[src/hw/axis_flags_consts.vh]
`ifndef AXIS_FLAGS_CONSTS_VH
`define AXIS_FLAGS_CONSTS_VH

// register word addresses
`define ADDR_W            8
`define DATA_W            32
`define ADDR_STATUS       8'h00
`define ADDR_COMMAND      8'h04
`define ADDR_SEVERITY     8'h08
`define ADDR_IRQ_STATUS   8'h0C
`define ADDR_IRQ_MASK     8'h10
`define ADDR_CFG_ERROR    8'h14

// status word bit positions
`define ST_OFFSET         0
`define ST_SERVO          1
`define ST_DRIVE          2
`define ST_SHUTDOWN       3
`define ST_CFG_PEND       4
`define ST_AXIS_FLT       5
`define ST_MOD_FLT        6
`define ST_CFG_FLT        7
`define ST_WATCH_ARM      8
`define ST_WATCH_OCC      9
`define ST_REG1_ARM       10
`define ST_REG1_OCC       11
`define ST_REG2_ARM       12
`define ST_REG2_OCC       13
`define ST_W              14

// command word bits, each a one-cycle action on write
`define CMD_ARM_WATCH     0
`define CMD_DISARM_WATCH  1
`define CMD_ARM_REG1      2
`define CMD_DISARM_REG1   3
`define CMD_ARM_REG2      4
`define CMD_DISARM_REG2   5
`define CMD_SERVO_ON      6
`define CMD_SERVO_OFF     7
`define CMD_OFFSET_START  8
`define CMD_OFFSET_ABORT  9
`define CMD_CFG_UPDATE    10
`define CMD_RECONFIGURE   11
`define CMD_SHUTDOWN      12
`define CMD_SHUTDOWN_RST  13
`define CMD_W             14

// severity bits: one means major fault
`define SEV_AXIS          0
`define SEV_MOD           1
`define SEV_CFG           2
`define SEV_W             3

// interrupt status and mask bits
`define IRQ_WATCH         0
`define IRQ_REG1          1
`define IRQ_REG2          2
`define IRQ_AXIS_FLT      3
`define IRQ_MOD_FLT       4
`define IRQ_CFG_FLT       5
`define IRQ_CFG_DONE      6
`define IRQ_OFFSET_DONE   7
`define IRQ_W             8

// attribute error capture
`define ERR_CODE_W        8
`define ERR_ID_W          16
`define ERR_ID_LSB        8

`endif

[src/hw/axis_status_event_flags.v]
`timescale 1ns/100ps
`include "axis_flags_consts.vh"

module axis_status_event_flags (
	input  wire                   sys_clk,
	input  wire                   reset_n,
	input  wire [`ADDR_W-1:0]     reg_addr,
	input  wire [`DATA_W-1:0]     reg_wdata,
	input  wire                   reg_wr,
	input  wire                   reg_rd,
	output wire [`DATA_W-1:0]     reg_rdata,
	output wire                   irq,
	output wire                   drive_enable_out,
	input  wire                   drive_enable_pin,
	input  wire                   axis_fault_pin,
	input  wire                   reg1_pin,
	input  wire                   reg2_pin,
	input  wire                   watch_hit,
	input  wire                   module_fault_evt,
	input  wire                   offset_done,
	input  wire                   motion_supersede,
	input  wire                   config_reply_ok,
	input  wire                   config_reply_fail,
	input  wire [`ERR_CODE_W-1:0] config_err_code,
	input  wire [`ERR_ID_W-1:0]   config_err_id,
	output wire                   config_update_pending,
	output wire                   servo_loop_active,
	output wire                   axis_shutdown_state,
	output wire                   major_fault,
	output wire                   minor_fault
);
	// synchronised pins
	wire                   drive_enable_state;
	wire                   axis_fault_sync;
	wire                   reg1_sync;
	wire                   reg2_sync;

	// pin history for edge detection
	reg                    reg1_prev_reg;
	reg                    reg2_prev_reg;
	reg                    axis_fault_prev_reg;
	wire                   reg1_edge;
	wire                   reg2_edge;

	// command decode
	wire                   wr_command;
	wire                   wr_severity;
	wire                   wr_irq_status;
	wire                   wr_irq_mask;
	wire [`CMD_W-1:0]      cmd;

	// flag registers
	reg                    offset_profile_active_reg;
	reg                    offset_profile_active_next;
	reg                    servo_loop_active_reg;
	reg                    servo_loop_active_next;
	reg                    axis_shutdown_state_reg;
	reg                    axis_shutdown_state_next;
	reg                    config_update_pending_reg;
	reg                    config_update_pending_next;
	reg                    axis_fault_flag_reg;
	reg                    module_fault_flag_reg;
	reg                    module_fault_flag_next;
	reg                    config_fault_flag_reg;
	reg                    config_fault_flag_next;

	// event flag pairs
	wire                   watch_armed;
	wire                   watch_occurred;
	wire                   watch_evt;
	wire                   reg1_armed;
	wire                   reg1_occurred;
	wire                   reg1_evt;
	wire                   reg2_armed;
	wire                   reg2_occurred;
	wire                   reg2_evt;

	// software registers
	reg  [`SEV_W-1:0]      severity_reg;
	reg  [`IRQ_W-1:0]      irq_status_reg;
	reg  [`IRQ_W-1:0]      irq_status_next;
	reg  [`IRQ_W-1:0]      irq_mask_reg;
	reg  [`IRQ_W-1:0]      irq_events;
	reg  [`ERR_CODE_W-1:0] err_code_reg;
	reg  [`ERR_ID_W-1:0]   err_id_reg;
	reg  [`DATA_W-1:0]     rdata_reg;
	reg  [`DATA_W-1:0]     rdata_next;
	wire [`ST_W-1:0]       status_word;
	reg                    major_fault_reg;
	reg                    minor_fault_reg;
	wire                   major_next;
	wire                   minor_next;
	wire                   offset_end;

	// pin synchronisers
	sync_2ff #(
		.WIDTH (4)
	) pin_sync (
		.sys_clk  (sys_clk),
		.reset_n  (reset_n),
		.async_in ({drive_enable_pin, axis_fault_pin, reg1_pin, reg2_pin}),
		.sync_out ({drive_enable_state, axis_fault_sync, reg1_sync, reg2_sync})
	);

	// rising edge of registration inputs, from synchronised levels only
	always @(posedge sys_clk or negedge reset_n)
	begin
		if (!reset_n)
		begin
			reg1_prev_reg       <= 1'b0;
			reg2_prev_reg       <= 1'b0;
			axis_fault_prev_reg <= 1'b0;
		end
		else
		begin
			reg1_prev_reg       <= reg1_sync;
			reg2_prev_reg       <= reg2_sync;
			axis_fault_prev_reg <= axis_fault_flag_reg;
		end
	end

	assign reg1_edge = reg1_sync & ~reg1_prev_reg;
	assign reg2_edge = reg2_sync & ~reg2_prev_reg;

	// write address decode
	assign wr_command    = reg_wr & (reg_addr == `ADDR_COMMAND);
	assign wr_severity   = reg_wr & (reg_addr == `ADDR_SEVERITY);
	assign wr_irq_status = reg_wr & (reg_addr == `ADDR_IRQ_STATUS);
	assign wr_irq_mask   = reg_wr & (reg_addr == `ADDR_IRQ_MASK);

	// command bits act for one cycle only
	assign cmd = wr_command ? reg_wdata[`CMD_W-1:0] : {`CMD_W{1'b0}};

	// watch event flags
	arm_event_pair watch_pair (
		.sys_clk     (sys_clk),
		.reset_n     (reset_n),
		.arm         (cmd[`CMD_ARM_WATCH]),
		.disarm      (cmd[`CMD_DISARM_WATCH]),
		.hit         (watch_hit),
		.armed       (watch_armed),
		.occurred    (watch_occurred),
		.event_pulse (watch_evt)
	);

	// registration input 1 flags
	arm_event_pair reg1_pair (
		.sys_clk     (sys_clk),
		.reset_n     (reset_n),
		.arm         (cmd[`CMD_ARM_REG1]),
		.disarm      (cmd[`CMD_DISARM_REG1]),
		.hit         (reg1_edge),
		.armed       (reg1_armed),
		.occurred    (reg1_occurred),
		.event_pulse (reg1_evt)
	);

	// registration input 2 flags
	arm_event_pair reg2_pair (
		.sys_clk     (sys_clk),
		.reset_n     (reset_n),
		.arm         (cmd[`CMD_ARM_REG2]),
		.disarm      (cmd[`CMD_DISARM_REG2]),
		.hit         (reg2_edge),
		.armed       (reg2_armed),
		.occurred    (reg2_occurred),
		.event_pulse (reg2_evt)
	);

	// profile ends by completion, supersession, abort or shutdown
	assign offset_end = offset_done | motion_supersede | cmd[`CMD_OFFSET_ABORT]
		| axis_shutdown_state_next;

	// next state of axis and fault flags
	always @*
	begin
		// module fault sticks until reconfiguration
		module_fault_flag_next = module_fault_evt
			| (module_fault_flag_reg & ~cmd[`CMD_RECONFIGURE]);
		// shutdown entered by command or module fault, left by reset command while no module fault is held
		if (cmd[`CMD_SHUTDOWN] | module_fault_evt)
			axis_shutdown_state_next = 1'b1;
		else if (cmd[`CMD_SHUTDOWN_RST] & ~module_fault_flag_reg)
			axis_shutdown_state_next = 1'b0;
		else
			axis_shutdown_state_next = axis_shutdown_state_reg;
		// servo loop closes on command, opens on disable or shutdown
		if (cmd[`CMD_SERVO_OFF] | axis_shutdown_state_next)
			servo_loop_active_next = 1'b0;
		else if (cmd[`CMD_SERVO_ON])
			servo_loop_active_next = 1'b1;
		else
			servo_loop_active_next = servo_loop_active_reg;
		// master offset profile runs until ended
		if (offset_end)
			offset_profile_active_next = 1'b0;
		else if (cmd[`CMD_OFFSET_START])
			offset_profile_active_next = 1'b1;
		else
			offset_profile_active_next = offset_profile_active_reg;
		// update pending from host start until any reply
		if (cmd[`CMD_CFG_UPDATE])
			config_update_pending_next = 1'b1;
		else if (config_reply_ok | config_reply_fail)
			config_update_pending_next = 1'b0;
		else
			config_update_pending_next = config_update_pending_reg;
		// failed update raises config fault until reconfiguration
		config_fault_flag_next = config_reply_fail
			| (config_fault_flag_reg & ~cmd[`CMD_RECONFIGURE]);
	end

	// flag storage, all cleared on reset
	always @(posedge sys_clk or negedge reset_n)
	begin
		if (!reset_n)
		begin
			offset_profile_active_reg <= 1'b0;
			servo_loop_active_reg     <= 1'b0;
			axis_shutdown_state_reg   <= 1'b0;
			config_update_pending_reg <= 1'b0;
			axis_fault_flag_reg       <= 1'b0;
			module_fault_flag_reg     <= 1'b0;
			config_fault_flag_reg     <= 1'b0;
		end
		else
		begin
			offset_profile_active_reg <= offset_profile_active_next;
			servo_loop_active_reg     <= servo_loop_active_next;
			axis_shutdown_state_reg   <= axis_shutdown_state_next;
			config_update_pending_reg <= config_update_pending_next;
			axis_fault_flag_reg       <= axis_fault_sync;
			module_fault_flag_reg     <= module_fault_flag_next;
			config_fault_flag_reg     <= config_fault_flag_next;
		end
	end

	// attribute error capture on a failed update
	always @(posedge sys_clk or negedge reset_n)
	begin
		if (!reset_n)
		begin
			err_code_reg <= {`ERR_CODE_W{1'b0}};
			err_id_reg   <= {`ERR_ID_W{1'b0}};
		end
		else if (config_reply_fail)
		begin
			err_code_reg <= config_err_code;
			err_id_reg   <= config_err_id;
		end
	end

	// fault severity classification
	assign major_next = (axis_fault_flag_reg & severity_reg[`SEV_AXIS])
		| (module_fault_flag_reg & severity_reg[`SEV_MOD])
		| (config_fault_flag_reg & severity_reg[`SEV_CFG]);
	assign minor_next = (axis_fault_flag_reg & ~severity_reg[`SEV_AXIS])
		| (module_fault_flag_reg & ~severity_reg[`SEV_MOD])
		| (config_fault_flag_reg & ~severity_reg[`SEV_CFG]);

	// severity register and classified fault outputs
	always @(posedge sys_clk or negedge reset_n)
	begin
		if (!reset_n)
		begin
			severity_reg    <= {`SEV_W{1'b0}};
			major_fault_reg <= 1'b0;
			minor_fault_reg <= 1'b0;
		end
		else
		begin
			if (wr_severity)
				severity_reg <= reg_wdata[`SEV_W-1:0];
			major_fault_reg <= major_next;
			minor_fault_reg <= minor_next;
		end
	end

	// interrupt sources, each a one-cycle event
	always @*
	begin
		irq_events                   = {`IRQ_W{1'b0}};
		irq_events[`IRQ_WATCH]       = watch_evt;
		irq_events[`IRQ_REG1]        = reg1_evt;
		irq_events[`IRQ_REG2]        = reg2_evt;
		irq_events[`IRQ_AXIS_FLT]    = axis_fault_flag_reg & ~axis_fault_prev_reg;
		irq_events[`IRQ_MOD_FLT]     = module_fault_evt;
		irq_events[`IRQ_CFG_FLT]     = config_reply_fail;
		irq_events[`IRQ_CFG_DONE]    = config_reply_ok;
		irq_events[`IRQ_OFFSET_DONE] = offset_profile_active_reg & offset_done;
	end

	// write one to clear; a new event wins over the clear
	always @*
	begin
		irq_status_next = irq_status_reg;
		if (wr_irq_status)
			irq_status_next = irq_status_reg & ~reg_wdata[`IRQ_W-1:0];
		irq_status_next = irq_status_next | irq_events;
	end

	// interrupt status and mask registers
	always @(posedge sys_clk or negedge reset_n)
	begin
		if (!reset_n)
		begin
			irq_status_reg <= {`IRQ_W{1'b0}};
			irq_mask_reg   <= {`IRQ_W{1'b0}};
		end
		else
		begin
			irq_status_reg <= irq_status_next;
			if (wr_irq_mask)
				irq_mask_reg <= reg_wdata[`IRQ_W-1:0];
		end
	end

	// level interrupt from any unmasked status bit
	assign irq = |(irq_status_reg & irq_mask_reg);

	// assembled status word
	assign status_word = {reg2_occurred, reg2_armed, reg1_occurred, reg1_armed,
		watch_occurred, watch_armed, config_fault_flag_reg,
		module_fault_flag_reg, axis_fault_flag_reg, config_update_pending_reg,
		axis_shutdown_state_reg, drive_enable_state, servo_loop_active_reg,
		offset_profile_active_reg};

	// read multiplexer; unmapped addresses read zero
	always @*
	begin
		rdata_next = {`DATA_W{1'b0}};
		case (reg_addr)
			`ADDR_STATUS:
				rdata_next[`ST_W-1:0] = status_word;
			`ADDR_SEVERITY:
				rdata_next[`SEV_W-1:0] = severity_reg;
			`ADDR_IRQ_STATUS:
				rdata_next[`IRQ_W-1:0] = irq_status_reg;
			`ADDR_IRQ_MASK:
				rdata_next[`IRQ_W-1:0] = irq_mask_reg;
			`ADDR_CFG_ERROR:
			begin
				rdata_next[`ERR_CODE_W-1:0] = err_code_reg;
				rdata_next[`ERR_ID_LSB+`ERR_ID_W-1:`ERR_ID_LSB] = err_id_reg;
			end
			default:
				rdata_next = {`DATA_W{1'b0}};
		endcase
	end

	// read data stand only in the cycle after the strobe
	always @(posedge sys_clk or negedge reset_n)
	begin
		if (!reset_n)
			rdata_reg <= {`DATA_W{1'b0}};
		else if (reg_rd)
			rdata_reg <= rdata_next;
		else
			rdata_reg <= {`DATA_W{1'b0}};
	end

	// outputs
	assign reg_rdata             = rdata_reg;
	assign drive_enable_out      = servo_loop_active_reg;
	assign config_update_pending = config_update_pending_reg;
	assign servo_loop_active     = servo_loop_active_reg;
	assign axis_shutdown_state   = axis_shutdown_state_reg;
	assign major_fault           = major_fault_reg;
	assign minor_fault           = minor_fault_reg;
endmodule

[src/hw/sync_2ff.v]
`timescale 1ns/100ps
// two-stage synchroniser for asynchronous pin levels
module sync_2ff #(
	parameter WIDTH = 1
)(
	input  wire             sys_clk,
	input  wire             reset_n,
	input  wire [WIDTH-1:0] async_in,
	output wire [WIDTH-1:0] sync_out
);
	reg [WIDTH-1:0] meta_reg;
	reg [WIDTH-1:0] sync_reg;

	// first stage feeds only the second
	always @(posedge sys_clk or negedge reset_n)
	begin
		if (!reset_n)
		begin
			meta_reg <= {WIDTH{1'b0}};
			sync_reg <= {WIDTH{1'b0}};
		end
		else
		begin
			meta_reg <= async_in;
			sync_reg <= meta_reg;
		end
	end

	assign sync_out = sync_reg;
endmodule

[src/hw/arm_event_pair.v]
`timescale 1ns/100ps
// armed / occurred flag pair for watch and registration events
module arm_event_pair (
	input  wire sys_clk,
	input  wire reset_n,
	input  wire arm,
	input  wire disarm,
	input  wire hit,
	output wire armed,
	output wire occurred,
	output wire event_pulse
);
	reg  armed_reg;
	reg  occurred_reg;
	wire armed_next;
	wire occurred_next;
	wire fire;

	// an event only counts while armed
	assign fire = hit & armed_reg;

	// arm wins over the clearing event in the same cycle
	assign armed_next = arm | (armed_reg & ~fire & ~disarm);

	// event wins over the clearing command in the same cycle
	assign occurred_next = fire | (occurred_reg & ~arm & ~disarm);

	// flag storage, cleared on reset
	always @(posedge sys_clk or negedge reset_n)
	begin
		if (!reset_n)
		begin
			armed_reg    <= 1'b0;
			occurred_reg <= 1'b0;
		end
		else
		begin
			armed_reg    <= armed_next;
			occurred_reg <= occurred_next;
		end
	end

	assign armed       = armed_reg;
	assign occurred    = occurred_reg;
	assign event_pulse = fire;
endmodule

[config.mk]
export PLATFORM = sky130hd
export DESIGN_NAME = axis_status_event_flags
export DESIGN_NICKNAME = d
export VERILOG_FILES = /design/src/hw/axis_status_event_flags.v /design/src/hw/sync_2ff.v /design/src/hw/arm_event_pair.v
export VERILOG_INCLUDE_DIRS = /design/src /design/src/hw
export SDC_FILE = /design/constraint.sdc
export NUM_CORES = 1
export LEC_CHECK = 0
export BUFFER_PORTS_ARGS = -buffer_cell sky130_fd_sc_hd__buf_2
export CAP_MARGIN = 20
export CORE_MARGIN = 1.5
export CORE_UTILIZATION = 57
export CTS_BUF_LIST = sky130_fd_sc_hd__clkbuf_4 sky130_fd_sc_hd__clkbuf_8
export CTS_CLUSTER_DIAMETER = 30
export DETAILED_ROUTE_END_ITERATION = 8
export GPL_TIMING_DRIVEN = 0
export PLACE_DENSITY = 0.88
export SLEW_MARGIN = 10
export SYNTH_ARGS = -nofsm -noshare
export SYNTH_HDL_FRONTEND = slang
export SYNTH_SLANG_ARGS = --single-unit
[constraint.sdc]
create_clock -name sys_clk -period 2.8 [get_ports sys_clk]
set_input_delay 0.14 -clock sys_clk [delete_from_list [all_inputs] [get_ports sys_clk]]
set_output_delay 0.14 -clock sys_clk [all_outputs]
set_load 0.02 [all_outputs]
# Word level (Yosys, flattened, before mapping)
# Cells that the tools add are included.
# Widths: inputs -> output; s select.
[classes]
n_eq_ne = 5
muxes = 15
bitwise_logic = 71
n_reduce_logical = 5
[ops]
columns = ["cell", "count"]
rows = [
  ["$and 1x1->1", 32],
  ["$mux 24", 1],
  ["$pmux 5 s4", 1],
  ["$or 1x1->1", 18],
  ["$not 1->1", 17],
  ["$and 8x8->8", 2],
  ["$eq 8x4->1 const B", 2],
  ["$eq 8x5->1 const B", 2],
  ["$pmux 3 s5", 1],
  ["$mux 14", 1],
  ["$pmux 6 s2", 1],
  ["$mux 10", 1],
  ["$eq 8x3->1 const B", 1],
  ["$logic_not 8->1", 1],
  ["$mux 1", 8],
  ["$mux 8", 1],
  ["$not 8->8", 1],
  ["$or 8x8->8", 1],
  ["$reduce_or 8->1", 1],
  ["$reduce_bool 2->1", 3],
]
[word_totals]
regBits = 101
in_bits = 78
out_inout_bits = 39
wordCells = 122

# Depth between registers and ports, before layout
[logic_depth]
word_depth = 8
depth_mapped = 6
ltp_nobuf = 4

# Modules after synthesis
# Synthesis repeated with hierarchy kept, for this count alone.
[unflattened]
hier_cells = 297
area_unflattened_um2 = 3834.9
[by_module_without_submodules]
columns = ["mod", "instances", "cells_per_inst", "area_each_um2", "seq_area_each_um2"]
rows = [
  ["axis_status_event_flags", 1, 268, 3375.7, 1976.9],
  ["arm_event_pair", 3, 7, 86.3, 50.0],
  ["sync_2ff", 1, 8, 200.2, 200.2],
]

# Worst setup path after synthesis
# No wires, ideal clock.
[synth_path]
path_type = "input to register"
from = "input port reg_addr[1]"
to = "register severity_reg[0]"
arrival_ns = 1.825
required_time_ns = 2.675
path_slack_ns = 0.850
cell_stages = 5
n_path_buf = 1
cell_sequence = "or4_1 > clkbuf_2 > nor4b_1 > and3b_1 > mux2_2"
[synth_between]
elab_chain_len = 2
[synth_lines]
columns = ["item", "line", "text"]
rows = [
  ["from (decl)", "axis_status_event_flags.v:7", "input wire [`ADDR_W-1:0] reg_addr,"],
  ["$eq 8x4->1", "-", ""],
  ["$and 1x1->1", "axis_status_event_flags.v:127", "assign wr_severity = reg_wr & (reg_addr == `ADDR_SEVERITY);"],
  ["to (signal assigned)", "axis_status_event_flags.v:266", "severity_reg <= {`SEV_W{1'b0}};"],
  ["to (signal assigned)", "axis_status_event_flags.v:273", "severity_reg <= reg_wdata[`SEV_W-1:0];"],
  ["to (decl)", "axis_status_event_flags.v:79", "reg [`SEV_W-1:0] severity_reg;"],
]
# No other way between the ends.
# A chain may end at the register's enable or synchronous reset.

# Final worst setup path
[layout_path]
from = "input port reg_addr[1]"
to = "register watch_pair.occurred_reg, in the netlist watch_pair.occurred"
[layout_between]
elab_chain_len = 7
elab_cells_between_ends = 8
cone_classes = "eq/ne: 1; mux: 1; bitwise: 6"
[layout_lines]
columns = ["item", "line", "text"]
rows = [
  ["$eq 8x3->1 (no source line) *", "-", ""],
  ["$and 1x1->1 *", "axis_status_event_flags.v:126", "assign wr_command = reg_wr & (reg_addr == `ADDR_COMMAND);"],
  ["$mux 14 *", "axis_status_event_flags.v:132", "assign cmd = wr_command ? reg_wdata[`CMD_W-1:0] : {`CMD_W{1'b0}};"],
  ["$not 1->1", "arm_event_pair.v:26", "assign occurred_next = fire | (occurred_reg & ~arm & ~disarm);"],
  ["$and 1x1->1", "arm_event_pair.v:26", ""],
  ["$and 1x1->1 *", "arm_event_pair.v:26", ""],
  ["$or 1x1->1 *", "arm_event_pair.v:26", ""],
  ["named net watch_pair.occurred_next", "arm_event_pair.v:16", "wire occurred_next;"],
  ["to (signal assigned)", "arm_event_pair.v:39", "occurred_reg <= occurred_next;"],
  ["to (decl)", "arm_event_pair.v:14", "reg occurred_reg;"],
]
# Mark *: on every way through the listed nets, which the timed path passes. The rest lies on a longest branch.

==> summary.md <==
| Metric | Value |
|---|---|
| Yosys warnings | `0` |
| Maximum fanout along the worst path | `10` |
| Cells on worst reg2reg path | `4` |
| Post-DR vias/cell | `~5.7` |
| Worst endpoint required time | `3050 ps` |
| Vias in the first global route | `2752` |
| All-Layer GR Usage | `between 20% and 30%` |
| Reg2Reg Setup Slack | `1080 ps` |
| Post-synthesis sequential area ratio | `between 60% and 70%` |
| Starting Density | `59.2%` |
| Slack of the critical path | `about 500 ps` |
| Setup TNS | `0 ps` |
| Die Wd | `84.4 um` |
| Share of the synthesized area in the top cell type | `61.5%` |
| Commonest cells in the synthesized netlist | `dfrtp_1, mux2_2, nand2_1` |
| Netlist area before placement | `between 3000 and 4000 um2` |
| Pin count of the biggest net entering global routing | `61` |
| Slew Limit Fails | `0` |
| CTS tree | `yes` |
| Hold Crit Class | `in -> reg` |
| DR WL/cell | `between 15 and 20 um` |
| #FFs+latches synth | `93` |
| Max reg flops | `24` |
| Via count | `between 2000 and 3000` |
| Ys flop type | `dfrtp_1` |
| WHS | `around 6.9 ps` |
| Clock transition at path regs | `approximately 90 ps` |
| WL final | `8.57 mm` |
| Layout cells sized above 1 | `between 30 and 40%` |
| Fraction of registers with async set/reset | `100%` |
| Clock Sinks | `93` |
| Worst skew pair latency | `360 ps` |
| Synth unique cells | `43` |
| Final HPWL DP | `approximately 6.0 mm` |
| # diodes | `0` |
| Cells after DPL | `467` |
| GPL Wtd Cong | `between 0.8 and 0.9` |
| Die H | `84.4 um` |
| Minimum clock period | `~2300 ps` |
| Number of flops mapped to enable cells by yosys | `0` |
| Fin nets | `around 490` |
| CP endpoint | `watch_pair.occurred` |
| Worst setup SP type | `input pin` |
| Final Non-Filler Cells | `roughly 500` |
| Worst slew margin | `a little over a quarter` |
| Reg2reg end | `drive_enable_out` |
| Slew @ Worst Pin | `1080 ps` |
| Peak Freq | `between 400 and 500 MHz` |
| WS Path Type | `in -> reg` |
| Routed Antenna Nets | `0` |
| Crit. End Element | `register` |
| Global route overflow | `0` |
| Pwr Total | `2.67 mW` |
| RSZ-0062 raised after global routing | `false` |
| Area contributors post-synth | `dfrtp_1, mux2_2, a22oi_1` |
| Pre-CTS setup slack | `~160 ps` |
| Clock root buffer | `clkbuf_8` |
| Row count | `29` |
| CP Launch Point | `reg_addr[1]` |
| RR Startpoint | `module_fault_flag_reg` |
| Yosys top cell by area | `dfrtp_1` |
| Die footprint | `between 7000 and 8000 um2` |
| Core ar. | `6390 um2` |
| Post-Syn Instances | `293` |
| Fin. Hold Viols | `0` |
| Post-CTS Setup Repair Bufs | `0` |
| Max Cap Violations | `0` |
| Status | `completed` |
| Detailed router's first-iteration violation count | `between 300 and 400` |
| Ratio of final minimum period to clock period | `82.1%` |
| Layout Area Growth over Synthesis | `24.8%` |
| Antenna violations before repair | `0` |
| Most numerous cell in the Yosys netlist | `dfrtp_1` |
| WP data arrival | `2550 ps` |
| # H-tree levels | `3` |
| Leakage power | `2.30 nW` |
| Setup Skew | `12.0 ps` |
| First-pass GRT wire length | `about 14 mm` |
| Finish-stage setup viols | `0` |
| Drt pass-1 iters | `5` |
| Max clock buf depth | `2` |
| Pwr Density | `between 500 and 600 nW/um2` |
| Mean Syn Cell Area | `between 10 and 15 um2` |
| Worst VDD drop | `0.000493 V` |
| DR DRC count | `0` |
| CTS Buf Count | `9` |
| Buffers on Ports | `between 80 and 90` |
| Top Ports | `approximately 120` |
## routing by layer
metal	global-route usage, %	wire (um)	up-vias
met1	33.0	3530	1389
met3	6.49	534	34
met4	10.3	301	0
met5	0	0	-
li1	-	-	1282
met2	40.3	4210	132
## worst max-delay path, cell delays in order
cell	delay, ps
buf_2	90
or4_1	530
clkbuf_2	170
nor3_1	880
buf_2	410
o21ai_0	120
a22o_1	200
## how the worst min path moves through the flow
stage                       startpoint                   end  slack, ps  cells past startpoint
global placement              reg1_pin  pin_sync.meta_reg[1]        250                      1
finish              config_err_code[4]       err_code_reg[4]          7                      2
CTS                  config_err_id[11]        err_id_reg[11]          2                      2
floorplan                      reset_n   axis_fault_flag_reg       -160                      0
global route          config_err_id[1]         err_id_reg[1]          1                      2
detailed placement             reset_n         err_id_reg[6]        120                      1
## cells in the final DEF, fill, tap and decap left out, types with 2 or more instances in the layout
cell type      Yosys  final
a211o_1            7      7
a211oi_1           5      5
a21bo_2            2      2
a21o_1             8      8
a21oi_1            8      8
a221oi_1           2      2
a22o_1             4      4
a22oi_1           13     13
a32o_1             2      2
and2_1            11     11
and3b_1            2      2
buf_2              1     89
buf_4              9     10
bufinv_16          0      2
clkbuf_1          11     11
clkbuf_8           0      9
clkinv_2           0      2
conb_1             1      8
dfrtp_1           93     93
dlygate4sd3_1      0     12
inv_1              7      7
mux2_2            38     38
mux2i_1            3      3
nand2_1           20     20
nand2b_1           3      3
nor2_1            12     12
nor2b_1            5      5
o21ai_0            3      3
o2bb2ai_1          4      4
or4_1              2      2
## repair_timing
action / 4_1_cts / 5_1_grt
endpoints found under the hold margin: 45 / 0
gates resized for setup: 0 / 0
hold buffers: 12 / 0
## cells by family after synthesis
family / count (synthesis) / share of synthesized area (%)
AND/OR/NAND/NOR: 67 / 9.70
multiplexers: 41 / 12.1
other: 1 / 0.0992
buffers and inverters: 29 / 3.84
AO/OA/AOI/OAI: 62 / 12.7
flip-flops: 93 / 61.5
## final cells by class
type | count | area [um2]
flip-flops and latches | 93 | 2330
fillers | 415 | 1670
multi-input cells | 178 | 1340
repair buffers | 102 | 596
clock buffers | 10 | 131
plain buffers | 22 | 119
well taps | 77 | 96.3
clock inverters | 6 | 86.3
inverters | 7 | 26.3
## per-stage QoR
stage	util, %	cell area, um2
finish	73.9	4720
floorplan	-	3810
global route	73.9	4720
CTS	73.9	4720
global placement	68.1	4350
detailed placement	68.6	4380
## power by group
group | leakage, nW | internal (mW) | switching, mW | total [mW]
logic | 1.03 | 0.127 | 0.128 | 0.255
registers | 1.16 | 1.40 | 0.0357 | 1.44
clock network | 0.110 | 0.513 | 0.467 | 0.980
(Power assumes the default switching activity.)
